--- config.mk ---
export PLATFORM = sky130hd
export DESIGN_NAME = flash_host
export DESIGN_NICKNAME = d
export VERILOG_FILES = /design/src/hw/flash_host_pkg.sv /design/src/hw/flash_host.sv
export SDC_FILE = /design/constraint.sdc
export NUM_CORES = 1
export LEC_CHECK = 0
export ABC_AREA = 1
export BUFFER_PORTS_ARGS = -buffer_cell sky130_fd_sc_hd__buf_2
export CAP_MARGIN = 20
export CELL_PAD_IN_SITES_DETAIL_PLACEMENT = 1
export CELL_PAD_IN_SITES_GLOBAL_PLACEMENT = 1
export CORE_MARGIN = 5
export CORE_UTILIZATION = 42
export DETAILED_ROUTE_END_ITERATION = 6
export GPL_TIMING_DRIVEN = 0
export PLACE_DENSITY = 0.8
export SKIP_LAST_GASP = 1
export SYNTH_ARGS = -nofsm -noshare
export SYNTH_HDL_FRONTEND = slang
export SYNTH_SLANG_ARGS = --single-unit
--- constraint.sdc ---
create_clock -name i_clk -period 2.45 [get_ports i_clk]
set_input_delay 0.245 -clock i_clk [delete_from_list [all_inputs] [get_ports i_clk]]
set_output_delay 0.245 -clock i_clk [all_outputs]
set_load 0.02 [all_outputs]
--- src/hw/flash_host_pkg.sv ---
// constants for the dual-bank parallel flash host controller
package flash_host_pkg;
	localparam int ADDR_W = 18;
	localparam int DATA_W = 16;
	// access timing in ns and derived cycles at 40 MHz
	localparam int CLK_NS = 25;
	localparam int T_ACC_NS = 120;
	localparam int T_WP_NS = 50;
	localparam int T_RST_NS = 500;
	localparam logic [4:0] ACC_CYC = 5'((T_ACC_NS + CLK_NS - 1) / CLK_NS);
	localparam logic [4:0] WP_CYC = 5'((T_WP_NS + CLK_NS - 1) / CLK_NS);
	localparam logic [4:0] RST_CYC = 5'((T_RST_NS + CLK_NS - 1) / CLK_NS);
	// host register offsets
	localparam logic [3:0] REG_ADDR = 4'h0;
	localparam logic [3:0] REG_DATA = 4'h1;
	localparam logic [3:0] REG_CMD = 4'h2;
	localparam logic [3:0] REG_STATUS = 4'h3;
	localparam logic [3:0] REG_RDATA = 4'h4;
	localparam logic [3:0] REG_CTRL = 4'h5;
	// command codes written to REG_CMD
	localparam logic [2:0] CMD_READ = 3'h0;
	localparam logic [2:0] CMD_WRITE = 3'h1;
	localparam logic [2:0] CMD_PROG = 3'h2;
	localparam logic [2:0] CMD_BYP_PROG = 3'h3;
	localparam logic [2:0] CMD_RESET = 3'h4;
	// unlock cycle addresses and data
	localparam logic [17:0] UNLK_A1 = 18'h00555;
	localparam logic [17:0] UNLK_A2 = 18'h002aa;
	localparam logic [15:0] UNLK_D1 = 16'h00aa;
	localparam logic [15:0] UNLK_D2 = 16'h0055;
	localparam logic [15:0] PROG_D = 16'h00a0;
	localparam logic [15:0] CTRL_RST = 16'h0001;
	typedef enum logic [2:0] {ST_IDLE, ST_RD, ST_WR_SET, ST_WR_LOW, ST_WR_GAP, ST_RST}
		state_t;
endpackage

--- src/hw/flash_host.sv ---
// host controller driving the dual-bank parallel flash over its pins
`timescale 1ns/10ps
`default_nettype none
// Functional notes
// - commands are plain write cycles latched by the device.
// - unlock bypass program takes two writes instead of four.
// - other bank is readable without suspending erase.
// - host may place device into standby.
// - reads drive chip select and output gate low, write strobe high; while standby_reg is set the host holds both high instead.
module flash_host
	import flash_host_pkg::*;
(
	// clock and reset
	input wire logic i_clk,
	input wire logic i_rst_b,
	input wire logic i_ce,
	// register port
	input wire logic [3:0] i_addr,
	input wire logic [15:0] i_wdata,
	input wire logic i_wr,
	input wire logic i_rd,
	output logic [15:0] o_rdata,
	// flash pins
	output logic [17:0] o_fl_addr,
	input wire logic [15:0] i_fl_dq,
	output logic [15:0] o_fl_dq,
	output logic o_fl_dq_oe,
	output logic o_fl_ce_n,
	output logic o_fl_oe_n,
	output logic o_fl_we_n,
	output logic o_fl_reset_n,
	output logic o_fl_byte_n,
	input wire logic i_op_done_indicator_n
);
	state_t state_reg;
	logic [4:0] cnt_reg;
	logic [17:0] addr_reg;
	logic [15:0] data_reg;
	logic [15:0] rdata_reg;
	logic [15:0] out_reg;
	logic [2:0] seq_reg;
	logic [2:0] seq_len_reg;
	logic standby_reg;
	logic byte_mode_reg;
	logic rst_req;
	logic [17:0] cyc_addr;
	logic [15:0] cyc_data;
	logic busy;
	logic toggled_reg;
	logic [15:0] prev_rd_reg;

	assign busy = (state_reg != ST_IDLE);

	// address and data for each cycle of a command sequence
	always_comb
	begin
		cyc_addr = addr_reg;
		cyc_data = data_reg;
		if (seq_len_reg == 3'h4)
		begin
			case (seq_reg)
				3'h0: begin cyc_addr = UNLK_A1; cyc_data = UNLK_D1; end
				3'h1: begin cyc_addr = UNLK_A2; cyc_data = UNLK_D2; end
				3'h2: begin cyc_addr = UNLK_A1; cyc_data = PROG_D; end
				default: ;
			endcase
		end
		else if (seq_len_reg == 3'h2 && seq_reg == 3'h0)
		begin
			cyc_addr = addr_reg;
			cyc_data = PROG_D;
		end
	end

	// operand and control registers
	always_ff @(posedge i_clk or negedge i_rst_b)
	begin
		if (!i_rst_b)
		begin
			addr_reg <= 18'h00000;
			data_reg <= 16'h0000;
			standby_reg <= 1'b0;
			byte_mode_reg <= 1'b0;
		end
		else if (i_ce && i_wr && !busy)
		begin
			if (i_addr == REG_ADDR)
				addr_reg <= {addr_reg[17:16], i_wdata};
			else if (i_addr == REG_DATA)
				data_reg <= i_wdata;
			else if (i_addr == REG_CTRL)
			begin
				standby_reg <= i_wdata[1];
				byte_mode_reg <= i_wdata[2];
				addr_reg[17:16] <= i_wdata[5:4];
			end
		end
	end

	assign rst_req = i_wr && i_addr == REG_CMD && i_wdata[2:0] == CMD_RESET;

	// bus cycle sequencer
	always_ff @(posedge i_clk or negedge i_rst_b)
	begin
		if (!i_rst_b)
		begin
			state_reg <= ST_IDLE;
			cnt_reg <= 5'h00;
			seq_reg <= 3'h0;
			seq_len_reg <= 3'h0;
			rdata_reg <= 16'h0000;
		end
		else if (i_ce)
		begin
			case (state_reg)
				ST_IDLE:
				begin
					cnt_reg <= 5'h00;
					seq_reg <= 3'h0;
					if (rst_req)
						state_reg <= ST_RST;
					else if (i_wr && i_addr == REG_CMD && i_wdata[2:0] == CMD_READ)
						state_reg <= ST_RD;
					else if (i_wr && i_addr == REG_CMD && i_wdata[2:0] != CMD_RESET)
					begin
						state_reg <= ST_WR_SET;
						if (i_wdata[2:0] == CMD_PROG)
							seq_len_reg <= 3'h4;
						else if (i_wdata[2:0] == CMD_BYP_PROG)
							seq_len_reg <= 3'h2;
						else
							seq_len_reg <= 3'h1;
					end
				end
				ST_RD:
				begin
					cnt_reg <= cnt_reg + 5'h01;
					if (cnt_reg == ACC_CYC)
					begin
						rdata_reg <= i_fl_dq;
						state_reg <= ST_IDLE;
					end
				end
				ST_WR_SET:
				begin
					cnt_reg <= 5'h00;
					state_reg <= ST_WR_LOW;
				end
				ST_WR_LOW:
				begin
					cnt_reg <= cnt_reg + 5'h01;
					if (cnt_reg == WP_CYC)
						state_reg <= ST_WR_GAP;
				end
				ST_WR_GAP:
				begin
					if (seq_reg + 3'h1 >= seq_len_reg)
						state_reg <= ST_IDLE;
					else
					begin
						seq_reg <= seq_reg + 3'h1;
						state_reg <= ST_WR_SET;
					end
				end
				ST_RST:
				begin
					cnt_reg <= cnt_reg + 5'h01;
					if (cnt_reg == RST_CYC)
						state_reg <= ST_IDLE;
				end
				default: state_reg <= ST_IDLE;
			endcase
		end
	end

	// toggle detection over successive reads
	always_ff @(posedge i_clk or negedge i_rst_b)
	begin
		if (!i_rst_b)
		begin
			prev_rd_reg <= 16'h0000;
			toggled_reg <= 1'b0;
		end
		else if (i_ce && state_reg == ST_RD && cnt_reg == ACC_CYC)
		begin
			prev_rd_reg <= i_fl_dq;
			toggled_reg <= prev_rd_reg[6] ^ i_fl_dq[6];
		end
	end

	// pin drive
	always_ff @(posedge i_clk or negedge i_rst_b)
	begin
		if (!i_rst_b)
		begin
			o_fl_addr <= 18'h00000;
			o_fl_dq <= 16'h0000;
			o_fl_dq_oe <= 1'b0;
			o_fl_ce_n <= 1'b1;
			o_fl_oe_n <= 1'b1;
			o_fl_we_n <= 1'b1;
			o_fl_reset_n <= 1'b0;
		end
		else if (i_ce)
		begin
			o_fl_reset_n <= !(state_reg == ST_RST);
			o_fl_ce_n <= !(state_reg == ST_RD || state_reg == ST_WR_SET ||
				state_reg == ST_WR_LOW || state_reg == ST_WR_GAP) || standby_reg;
			o_fl_oe_n <= !(state_reg == ST_RD) || standby_reg;
			o_fl_we_n <= !(state_reg == ST_WR_LOW);
			o_fl_dq_oe <= (state_reg == ST_WR_SET || state_reg == ST_WR_LOW ||
				state_reg == ST_WR_GAP);
			o_fl_addr <= (state_reg == ST_RD) ? addr_reg : cyc_addr;
			o_fl_dq <= cyc_data;
			if (byte_mode_reg)
				o_fl_dq[15] <= addr_reg[0];
		end
	end
	assign o_fl_byte_n = !byte_mode_reg;

	// register read port
	always_ff @(posedge i_clk or negedge i_rst_b)
	begin
		if (!i_rst_b)
			out_reg <= 16'h0000;
		else if (i_ce && i_rd)
		begin
			if (i_addr == REG_ADDR)
				out_reg <= addr_reg[15:0];
			else if (i_addr == REG_DATA)
				out_reg <= data_reg;
			else if (i_addr == REG_STATUS)
				out_reg <= {11'h000, rdata_reg[7] ^ data_reg[7], toggled_reg,
					!i_op_done_indicator_n, 1'b0, busy};
			else if (i_addr == REG_RDATA)
				out_reg <= rdata_reg;
			else if (i_addr == REG_CTRL)
				out_reg <= {10'h000, addr_reg[17:16], 1'b0, byte_mode_reg, standby_reg, 1'b0};
			else
				out_reg <= 16'h0000;
		end
	end
	assign o_rdata = out_reg;

	a_read_strobes: assert property (@(posedge i_clk) disable iff (!i_rst_b)
		!o_fl_oe_n |-> o_fl_we_n && !o_fl_ce_n)
		else $error("read cycle drove write strobe");
	a_write_no_gate: assert property (@(posedge i_clk) disable iff (!i_rst_b)
		!o_fl_we_n |-> o_fl_oe_n && o_fl_dq_oe)
		else $error("write cycle with output gate low");
	a_reset_pulse: assert property (@(posedge i_clk) disable iff (!i_rst_b)
		$fell(o_fl_reset_n) |-> !o_fl_reset_n [*3])
		else $error("reset pulse too short");
	a_bypass_two: assert property (@(posedge i_clk) disable iff (!i_rst_b)
		state_reg == ST_WR_GAP && seq_len_reg == 3'h2 |-> seq_reg <= 3'h1)
		else $error("bypass program exceeded two cycles");
	a_standby_idle: assert property (@(posedge i_clk) disable iff (!i_rst_b)
		i_ce && standby_reg && $stable(standby_reg) |=> o_fl_ce_n)
		else $error("chip select low in standby");
	a_byte_lsb: assert property (@(posedge i_clk) disable iff (!i_rst_b)
		!o_fl_we_n && !o_fl_byte_n |-> o_fl_dq[15] == addr_reg[0])
		else $error("byte mode select mismatch");
	a_done_status: assert property (@(posedge i_clk) disable iff (!i_rst_b)
		i_ce && i_rd && i_addr == REG_STATUS |=> o_rdata[2] == $past(!i_op_done_indicator_n))
		else $error("ready pin not reported");
endmodule // flash_host
`default_nettype wire

==> results.md, run 1 <==
- Status: completed
- Synthesized flop and latch total: 123
- RSZ-0062 raised after global routing: false
- Least-Margin Pin Slew: 699 ps
- DRT Wirelength: 18.2 mm
- Area share of the largest cell type after synthesis: 0.514
- Critical path required time: 2760 ps
- Post-DP HPWL: 13.7 mm
- Fmax: 482 MHz
- Net Count, Synth: 770
- Core Footprint: 13,800 µm²
- Synth-to-layout area growth: 23.7%
- CTS root buf: clkbuf_16
- Worst setup EP type: register
- Clock buffer depth: 2
- Peak VDD IR: 463 µV
- Ys flop type: dfrtp_1
- Syn_area_per_cell: 8.15 µm²
- Most frequent cells after synthesis: 221 x nand2_1, 120 x dfrtp_1, 68 x inv_1
- Ys async rst share: 1.00
- CTS Sinks: 123
- First-pass GRT wire length: 30.1 mm
- Hold Fails Final Rpt: 0
- Post-synth top area cell: dfrtp_1
- Top-count cell post-synth: nand2_1
- CTS tree: done
- Leak Pwr: 3.75 nW
- Finished Cell Area: 7230 µm²
- Nets@finish: 888
- EDFF count, synth: 0
- Initial core utilization: 0.424
- Main area contributors after synthesis: dfrtp_1 51%, nand2_1 14%, nand3_1 5.4%
- Gate Count Post-Synth: 717
- # IOs: 98
- GRT Resource Usage Total: 0.235
- 1st-iter DRT viols: 371
- H-tree Lvls: 4
- DRT antenna net count: 0
- Layout cells sized above 1: 0.206
- Via count: 5,292
- Reg clk slew, reported paths: 60 ps
- GP Congestion: 0.880
- Overflow after GRT: 0
- Synth unique cells: 32
- CTS buffer count: 17
- Post-CTS Resized: 0
- Placed cell areas: 6590 µm²
- Die area: 16,400 µm²
- Synth Cell Area: 5840 µm²
- CP Class: register to register
- Ys Warns: 0
- PortBufs: 97
- Vias in the first global route: 5,867
- Rows: 43
- Max-cap viol count: 0
- DR pass1 iterations: 4
- Fin crit period: 2070 ps
- Largest net degree at the start of global routing: 78
- Min Hold Slack: 26.1 ps
- Worst-path maximum fanout: 7
- Final Max Tran Viols: 0
- Post-synthesis sequential area ratio: 0.527
- Drt drc: 0
- Routed len/inst: 17.7 µm
- Power Density: 1030 nW/µm²
- Slew HR: 0.532
- Worst skew pair latency: 420 ps
- Final setup fails: 0
- Fillers: 1,712
- DIE WIDTH: 128 µm
- Ant diodes: 0
- WP data arrival: 2380 ps
- Hold crit path type: input port to register
- Vias per inst: 5.15
- Antenna violations before repair: 0
- Die Y: 128 µm
- Fin Clk Skew: 3.65 ps
- Final Cycle Share: 0.846
- Worst Setup Start Kind: register
timing repair:
action | 4_1_cts | 5_1_grt
endpoints found under the setup margin | 0 | 0
buffers inserted | 0 | 0
endpoints found under the hold margin | 45 | 0
hold buffers | 1 | 0
cell type report:
type | count | area (µm²) | area share
buffer | 24 | 134 | 0.0185
clock buffer | 19 | 433 | 0.0599
clock inverter | 13 | 199 | 0.0275
inverter | 75 | 282 | 0.0389
multi-input combinational | 495 | 2350 | 0.325
sequential | 123 | 3080 | 0.426
tap | 180 | 225 | 0.0311
timing repair buffer | 99 | 529 | 0.0732
report_power, final:
part,total (mW),internal (mW),switching [mW]
sequential,2.94,2.53,0.417
combinational,1.80,0.597,1.20
clock,2.73,1.79,0.938
total,7.47,4.92,2.55
routing by layer:
metal,vias to the layer above,global-route usage,routed length [µm]
li1,2529,-,-
met1,2634,0.286,7670
met2,103,0.412,9450
met3,26,0.0504,669
met4,0,0.0849,395
met5,-,0,0
logic make-up after synthesis:
logic type	after synthesis	synth area share
adder cells (fa/ha/maj)	11	0.0235
flip-flops	123	0.527
XOR/XNOR	5	0.00749
buffers and inverters	99	0.0711
AO/OA/AOI/OAI	106	0.101
AND/OR/NAND/NOR	373	0.270
cells in the final DEF, fill, tap and decap left out, types with 2 or more instances in the layout:
cell type and n:
nand2_1 221, dfrtp_1 120, buf_2 103, inv_1 68, nor2_1 66, nand3_1 63, o21ai_0 47, a21oi_1 22
clkbuf_16 17, o21ai_1 16, o21ai_2 12, clkbuf_1 11, ha_1 11, nand2_2 7, nand4_1 7, inv_2 5
buf_6 5, bufinv_16 5, clkinv_2 5, nor2_4 4, o22ai_1 4, xor2_1 3, a31oi_1 3, dfstp_2 3
xnor2_1 2, clkinv_1 2, nor3_4 2, buf_1 2, clkinvlp_4 2
worst max-delay path, stage by stage, from the launching register on:
cell and delay (ps):
dfrtp_1 460, ha_1 250, xnor2_1 160, inv_1 100, ha_1 320, a21oi_1 190, nand3_1 110, nand2_1 70
nand2_1 120, nand2_1 100, o21ai_0 80
final timing paths:
kind | start | endpoint | slack, ps | cells past startpoint
max | seq_reg[0] | seq_reg[0] | 380 | 10
min reg2reg | o_fl_addr[12] | o_fl_addr[12] | 480 | 2
min | i_fl_dq[2] | rdata_reg[2] | 30 | 3
max in group asynchronous | i_rst_b | o_fl_addr[8] | 1380 | 3
max reg2reg | seq_reg[0] | seq_reg[0] | 380 | 10
min in group asynchronous | i_rst_b | cnt_reg[2] | 340 | 2
stage by stage:
step	util	instances	setup TNS (ps)	worst slack, ps	power (mW)
after floorplan	-	717	0	733	4.01
after global placement	0.476	994	-49990	-429	4.66
after detailed placement	0.478	995	0	378	4.77
after CTS	0.525	1028	0	358	7.52
after global routing	0.525	1028	0	263	7.87
final	0.525	1028	0	377	7.47
Power figures use the tool's default switching activity.
==> run 2: changes to the inputs <==
clock period = 2.1 ns   (was 2.45 ns; I/O delays follow)
==> run 2 against run 1 <==
  * Critical path depth stayed put
  * Final cell count is 0.68% higher
  * Sequential power is 17% higher
  * Register-to-register slack worse by 260 ps
  * Combinational power is 17% higher
  * Clock power is 16% higher
  * Highest routed layer unchanged
  * Die area stayed put
  * Setup slack worse by 260 ps
  * Non-clock buffer count is 7 higher
  * Sequential share of layout area is 0.42 points lower
==> results.md, run 2 (same netlist as run 1, synthesis figures left out) <==
- Core Footprint: 13,800 µm² (unchanged)
- Flop pwr share: 0.394 (about the same)
- WP data arrival: 2290 ps (-90 ps)
- Commonest non-fill, non-tap cell in the layout: nand2_1
- Clock buffer depth: 2 (unchanged)
- Clock power frac: 0.365 (about the same)
- Fmax: 504 MHz (+4.6%)
- Critical path required time: 2400 ps (-360 ps)
- Fin Clk Skew: 4.87 ps (+1.21 ps)
- Setup WS pre-CTS: 27.6 ps (-350 ps)
- Synth-to-layout area growth: 25.0%
- H-tree Lvls: 4 (unchanged)
- Max-cap viol count: 0 (unchanged)
- DIE WIDTH: 128 µm (unchanged)
- Peak VDD IR: 533 µV (+15%)
- Reg clk slew, reported paths: 60 ps (about the same)
- Vias per inst: 5.19 (+0.79%)
- Drt drc: 0 (unchanged)
- Combinational Power Share: 0.242 (about the same)
- Max stage delay on crit path: 460 ps (about the same)
- Worst Setup Start Kind: register
- RSZ-0062 raised after global routing: false
- Worst-path maximum fanout: 7 (unchanged)
- Commonest non-fill, non-tap cells in the layout: 221 x nand2_1, 119 x dfrtp_1, 103 x buf_2
- DRT antenna net count: 0 (unchanged)
- # IOs: 98 (unchanged)
- Reg area: 3080 µm² (about the same)
- Die Y: 128 µm (unchanged)
- Placed cell areas: 6590 µm² (unchanged)
- CTS Sinks: 123 (unchanged)
- Most common cell on crit path: nand2_1
- Fin crit period: 1980 ps (-90.3 ps)
- Worst setup EP type: register
- Worst-path cell chain: ha_1 > xnor2_1 > inv_1 > ha_1 > a21oi_2 > nand3_1 > nand2_1 > nand2_1 > nand2_1 > o21ai_0
- Routed len/inst: 17.7 µm (about the same)
- Final setup margin: 117 ps (-260 ps)
- Hold crit path type: input port to register
- Overflow after GRT: 0 (unchanged)
- Largest net degree at the start of global routing: 78 (unchanged)
- Min Hold Slack: 17.5 ps (-8.60 ps)
- Leak Pwr: 3.78 nW (+0.76%)
- Total area of multi-input combinational cells: 2350 µm² (+0.16%)
- Worst skew pair latency: 420 ps (about the same)
- Switching part of the total: 0.342 (-0.000427)
- Post-DP HPWL: 13.7 mm (unchanged)
- Antenna violations before repair: 0 (unchanged)
- Via count: 5,370 (+1.5%)
- Top Family by Delay on Critical Path: adder cells
- CP Class: register to register
- CTS tree: done
- Least-Margin Pin Slew: 691 ps (-7.91 ps)
- Final setup TNS: 0 ps (unchanged)
- Buffer and inverter count on the worst path: 1 (unchanged)
- CTS root buf: clkbuf_16
- Crit path max-delay cell type: dfrtp_2
- Final design utilization: 0.530 (+0.00545)
- Final Max Tran Viols: 0 (unchanged)
- Slew HR: 0.537 (+0.00530)
- Initial core utilization: 0.424 (unchanged)
- CTS buffer count: 17 (unchanged)
- Hold Fails Final Rpt: 0 (unchanged)
- Layout cells sized above 1: 0.207 (+0.000650)
- Sw power: 2.98 mW (+17%)
- Status: completed
- Rows: 43 (unchanged)
- First-pass GRT wire length: 30.2 mm (+0.37%)
- DRT Wirelength: 18.3 mm (+0.73%)
- Internal power: 5.75 mW (+17%)
- 1st-iter DRT viols: 320 (-14%)
- PortBufs: 97 (unchanged)
- Power Density: 1200 nW/µm² (+16%)
- Final setup fails: 0 (unchanged)
- Ant diodes: 0 (unchanged)
- Vias in the first global route: 5,889 (+0.37%)
- Nets@finish: 895 (+0.79%)
- Fillers: 1,707 (-0.29%)
- Finished Cell Area: 7310 µm² (+1.0%)
- Die area: 16,400 µm² (unchanged)
- DR pass1 iterations: 4 (unchanged)
- GRT Resource Usage Total: 0.236 (+0.000798)
- Final Cycle Share: 0.944 (+0.0980)
- GP Congestion: 0.880 (unchanged)
==> run 2: cell types whose count changed in the layout (fill, tap and decap cells not counted), sizes merged <==
cell         change
dlygate4sd3      +7
==> run 2: routing by layer <==
layer	vias to the layer above	wire, µm	global-route usage
met3	33	682	0.0508
li1	2542	-	-
met4	0	388	0.0874
met5	-	0	0
met1	2677	7690	0.286
met2	118	9550	0.413
==> run 2: path summary, 6_finish.rpt <==
check / from / end / slack (ps) / depth (start not counted)
max: seq_reg[0] / seq_reg[0] / 120 / 10
min: i_fl_dq[7] / rdata_reg[7] / 20 / 3
max reg2reg: seq_reg[0] / seq_reg[0] / 120 / 10
min reg2reg: o_fl_dq[9] / o_fl_dq[9] / 480 / 2
max in group asynchronous: i_rst_b / o_fl_addr[4] / 1050 / 3
min in group asynchronous: i_rst_b / cnt_reg[2] / 310 / 2
==> run 2: power groups by stage <==
stage	registers, mW	logic (mW)	clock network (mW)
detailed placement	3.47	2.10	0
finish	3.44	2.11	3.18
CTS	3.44	2.13	3.21
global placement	3.44	2.01	0
floorplan	3.64	1.04	0
global route	3.51	2.36	3.32
==> run 2: per-stage QoR <==
step / std cells / power (mW)
after detailed placement: 995 / 5.57
after floorplan: 717 / 4.68
after global routing: 1035 / 9.19
final: 1035 / 8.73
after CTS: 1035 / 8.79
after global placement: 994 / 5.44
==> run 2: worst reg2reg max path: cells and delay by family, from the launching register on <==
family | cells | cell delay [ps]
XOR/XNOR | 1 | 160
AO/OA/AOI/OAI | 2 | 230
flip-flops | 1 | 460
adder cells (fa/ha/maj) | 2 | 540
AND/OR/NAND/NOR | 4 | 380
buffers and inverters | 1 | 100
==> run 2: area by class of cell <==
| type | count | area share |
|---|---|---|
| plain buffers | 24 | 0.0183 |
| inverters | 75 | 0.0385 |
| multi-input cells | 495 | 0.322 |
| clock buffers | 19 | 0.0593 |
| clock inverters | 13 | 0.0272 |
| repair buffers | 106 | 0.0820 |
| well taps | 180 | 0.0308 |
| flip-flops and latches | 123 | 0.422 |
==> run 2: timing repair <==
action / 4_1_cts / 5_1_grt
endpoints found under the setup margin: 0 / 4
hold buffers: 8 / 0
buffers inserted: 0 / 0
endpoints found under the hold margin: 52 / 0
resized for setup: 0 / 2
==> run 3: changes to the inputs <==
ABC_AREA = not set   (was 1)
CORE_UTILIZATION = 23   (was 42)
PLACE_DENSITY = 0.47   (was 0.8)
==> run 3 against run 2 <==
  * Clock power fell by 6.6%
  * Wire length rose by 6.2%
  * Global-route usage fell by 9.2 points
  * Utilization fell by 23 points
==> results.md, run 3 <==
- Fin Clk Skew: 13.2 ps (+8.36 ps)
- Hold Fails Final Rpt: 0 (unchanged)
- Commonest non-fill, non-tap cells in the layout: 118 x dfrtp_1, 99 x buf_2, 47 x mux2_2
- Net Count, Synth: 542 (-30%)
- Critical path required time: 2460 ps (+60 ps)
- Nets@finish: 670 (-25%)
- H-tree Lvls: 4 (unchanged)
- First-pass GRT wire length: 31.0 mm (+2.6%)
- Total power: 8.35 mW (-4.3%)
- Post-synthesis sequential area ratio: 0.547 (+0.0198)
- EDFF count, synth: 0 (unchanged)
- CTS tree: done
- Worst reg-to-reg setup slack: 100 ps (-20 ps)
- Least-Margin Pin Slew: 929 ps (+238 ps)
- DR pass1 iterations: 4 (unchanged)
- Largest family of logic cells by synthesized area: compound AO/OA/AOI/OAI gates
- Layout cells sized above 1: 0.359 (+0.152)
- Compound-Gate Fraction of Synth Area: 0.155 (+0.0538)
- Placed cell areas: 6550 µm² (-0.55%)
- CTS root buf: clkbuf_16
- Vias per inst: 4.69 (-9.5%)
- CP Class: register to register
- Die area: 27,700 µm² (+69%)
- Routed len/inst: 20.4 µm (+15%)
- Hold crit path type: input port to register
- WP data arrival: 2360 ps (+70 ps)
- CTS buffer count: 17 (unchanged)
- Via count: 4,479 (-17%)
- Fin crit period: 2000 ps (+19.5 ps)
- Synth-to-layout area growth: 31.2%
- WHS Path Cells: 2 (-1)
- Die Y: 166 µm (+30%)
- 1st-iter DRT viols: 260 (-19%)
- Min Hold Slack: 19.4 ps (+1.95 ps)
- GRT Resource Usage Total: 0.144 (-0.0921)
- GP Congestion: 0.792 (-10%)
- Synth unique cells: 61 (+91%)
- Worst setup EP type: register
- Vias in the first global route: 5,027 (-15%)
- Final setup fails: 0 (unchanged)
- Rows: 57 (+33%)
- Worst R2R Start: seq_reg[1]
- Largest net degree at the start of global routing: 63 (-19%)
- Status: completed
- Final Cycle Share: 0.953 (+0.00926)
- DRT Wirelength: 19.4 mm (+6.2%)
- Synth Area in Adders: 0.0244 (+0.000884)
- Core Footprint: 24,200 µm² (+76%)
- Post-synth top area cell: dfrtp_1
- Initial core utilization: 0.232 (-0.192)
- PortBufs: 96 (-1.0%)
- Final setup TNS: 0 ps (unchanged)
- Peak VDD IR: 422 µV (-21%)
- Final Max Tran Viols: 0 (unchanged)
- DIE WIDTH: 166 µm (+30%)
- Multiplexer share of the synthesized area: 0.119 (+0.119)
- Antenna violations before repair: 0 (unchanged)
- # IOs: 98 (unchanged)
- Simple-Gate Fraction of Synth Area: 0.117 (-0.153)
- Max-cap viol count: 0 (unchanged)
- Worst Setup Start Kind: register
- Reg clk slew, reported paths: 60 ps (about the same)
- Ys Warns: 0 (unchanged)
- Leak Pwr: 3.40 nW (-10%)
- Gate Count Post-Synth: 489 (-32%)
- HP Start: i_fl_dq[0]
- Overflow after GRT: 0 (unchanged)
- Ys async rst share: 1.00 (unchanged)
- Most frequent cells after synthesis: 120 x dfrtp_1, 48 x mux2_2, 39 x nand2_1
- Post-DP HPWL: 14.6 mm (+6.5%)
- CTS Sinks: 123 (unchanged)
- WHS Endpoint: rdata_reg[0]
- DRT antenna net count: 0 (unchanged)
- Fmax: 499 MHz (-0.97%)
- Post-synthesis xor/xnor area fraction: 0.00622 (-0.00127)
- Worst reg2reg path depth: 8 (-2)
- Synthesized flop and latch total: 123 (unchanged)
- Worst-path maximum fanout: 4 (-3)
- Main area contributors after synthesis: dfrtp_1 53%, mux2_2 9.6%, nand2_1 2.6%
- Worst r2r dst: seq_reg[0]
- Ant diodes: 0 (unchanged)
- Top-count cell post-synth: dfrtp_1
- Syn_area_per_cell: 11.5 µm² (+41%)
- Finished Cell Area: 7390 µm² (+1.2%)
- RSZ-0062 raised after global routing: true
- Commonest non-fill, non-tap cell in the layout: dfrtp_1
- Drt drc: 0 (unchanged)
- Final design utilization: 0.305 (-0.226)
- Power Density: 1130 nW/µm² (-5.4%)
- Area share of the largest cell type after synthesis: 0.533 (+0.0193)
- Synth Cell Area: 5630 µm² (-3.6%)
- Worst skew pair latency: 430 ps (about the same)
- Clock buffer depth: 2 (unchanged)
- Ys flop type: dfrtp_1
- Slew HR: 0.375 (-0.162)
## run 3: how the worst max path moves through the flow
stage               cells after the start  slack [ps]    startpoint     endpoint
floorplan                               7          70    seq_reg[0]   seq_reg[0]
global placement                        1        -910       i_rst_b   o_rdata[2]
detailed placement                      5        -540  state_reg[1]  data_reg[8]
CTS                                     5          -8  state_reg[2]  addr_reg[8]
global route                            7          -9    seq_reg[1]   o_fl_dq[7]
finish                                  8         100    seq_reg[1]   seq_reg[0]
## run 3: power breakdown
part           switching, mW  leakage [nW]  internal, mW
Clock                   1.17         0.285          1.80
Combinational           1.12          1.50         0.821
Sequential             0.533          1.61          2.90
## run 3: kinds of logic after synthesis
family | Yosys count
AO/OA/AOI/OAI | 124
XOR/XNOR | 4
AND/OR/NAND/NOR | 129
adder cells (fa/ha/maj) | 11
multiplexers | 57
buffers and inverters | 41
flip-flops | 123
## run 3: cell type report
class | count | area, µm²
Timing Repair Buffer | 110 | 627
Tap cell | 324 | 405
Multi-Input combinational cell | 325 | 2500
Clock buffer | 18 | 439
Inverter | 14 | 52.6
Clock inverter | 14 | 160
Fill cell | 2737 | 16900
Buffer | 26 | 118
Sequential cell | 123 | 3080
## run 3: critical path, cell delays in order, from the launching register on
cell	delay, ps
dfrtp_1	410
buf_4	160
inv_1	70
ha_1	250
ha_1	190
a21o_1	200
a31oi_4	180
nor3b_4	300
mux2_4	190
## run 3: repair_timing
action,in CTS,in global routing
hold buffers,6,0
setup endpoints to repair,75,47
pin swaps,2,0
hold endpoints to repair,66,0
gates resized for setup,18,10
buffers inserted,6,1
## run 3: metrics by stage
step,worst slack (ps),instances
2_1_floorplan,69.5,489
5_1_grt,-9.18,954
4_1_cts,-8.07,954
6_report,97.7,954
3_3_place_gp,-912,909
3_5_place_dp,-540,910
## run 3: routing by layer
layer  vias to the layer above  share of wire  global-route usage
met2                        98           0.47               0.230
li1                       2069              -                   -
met4                         0          0.011              0.0391
met1                      2298           0.48               0.198
met5                         -              0                   0
met3                        14          0.037              0.0339
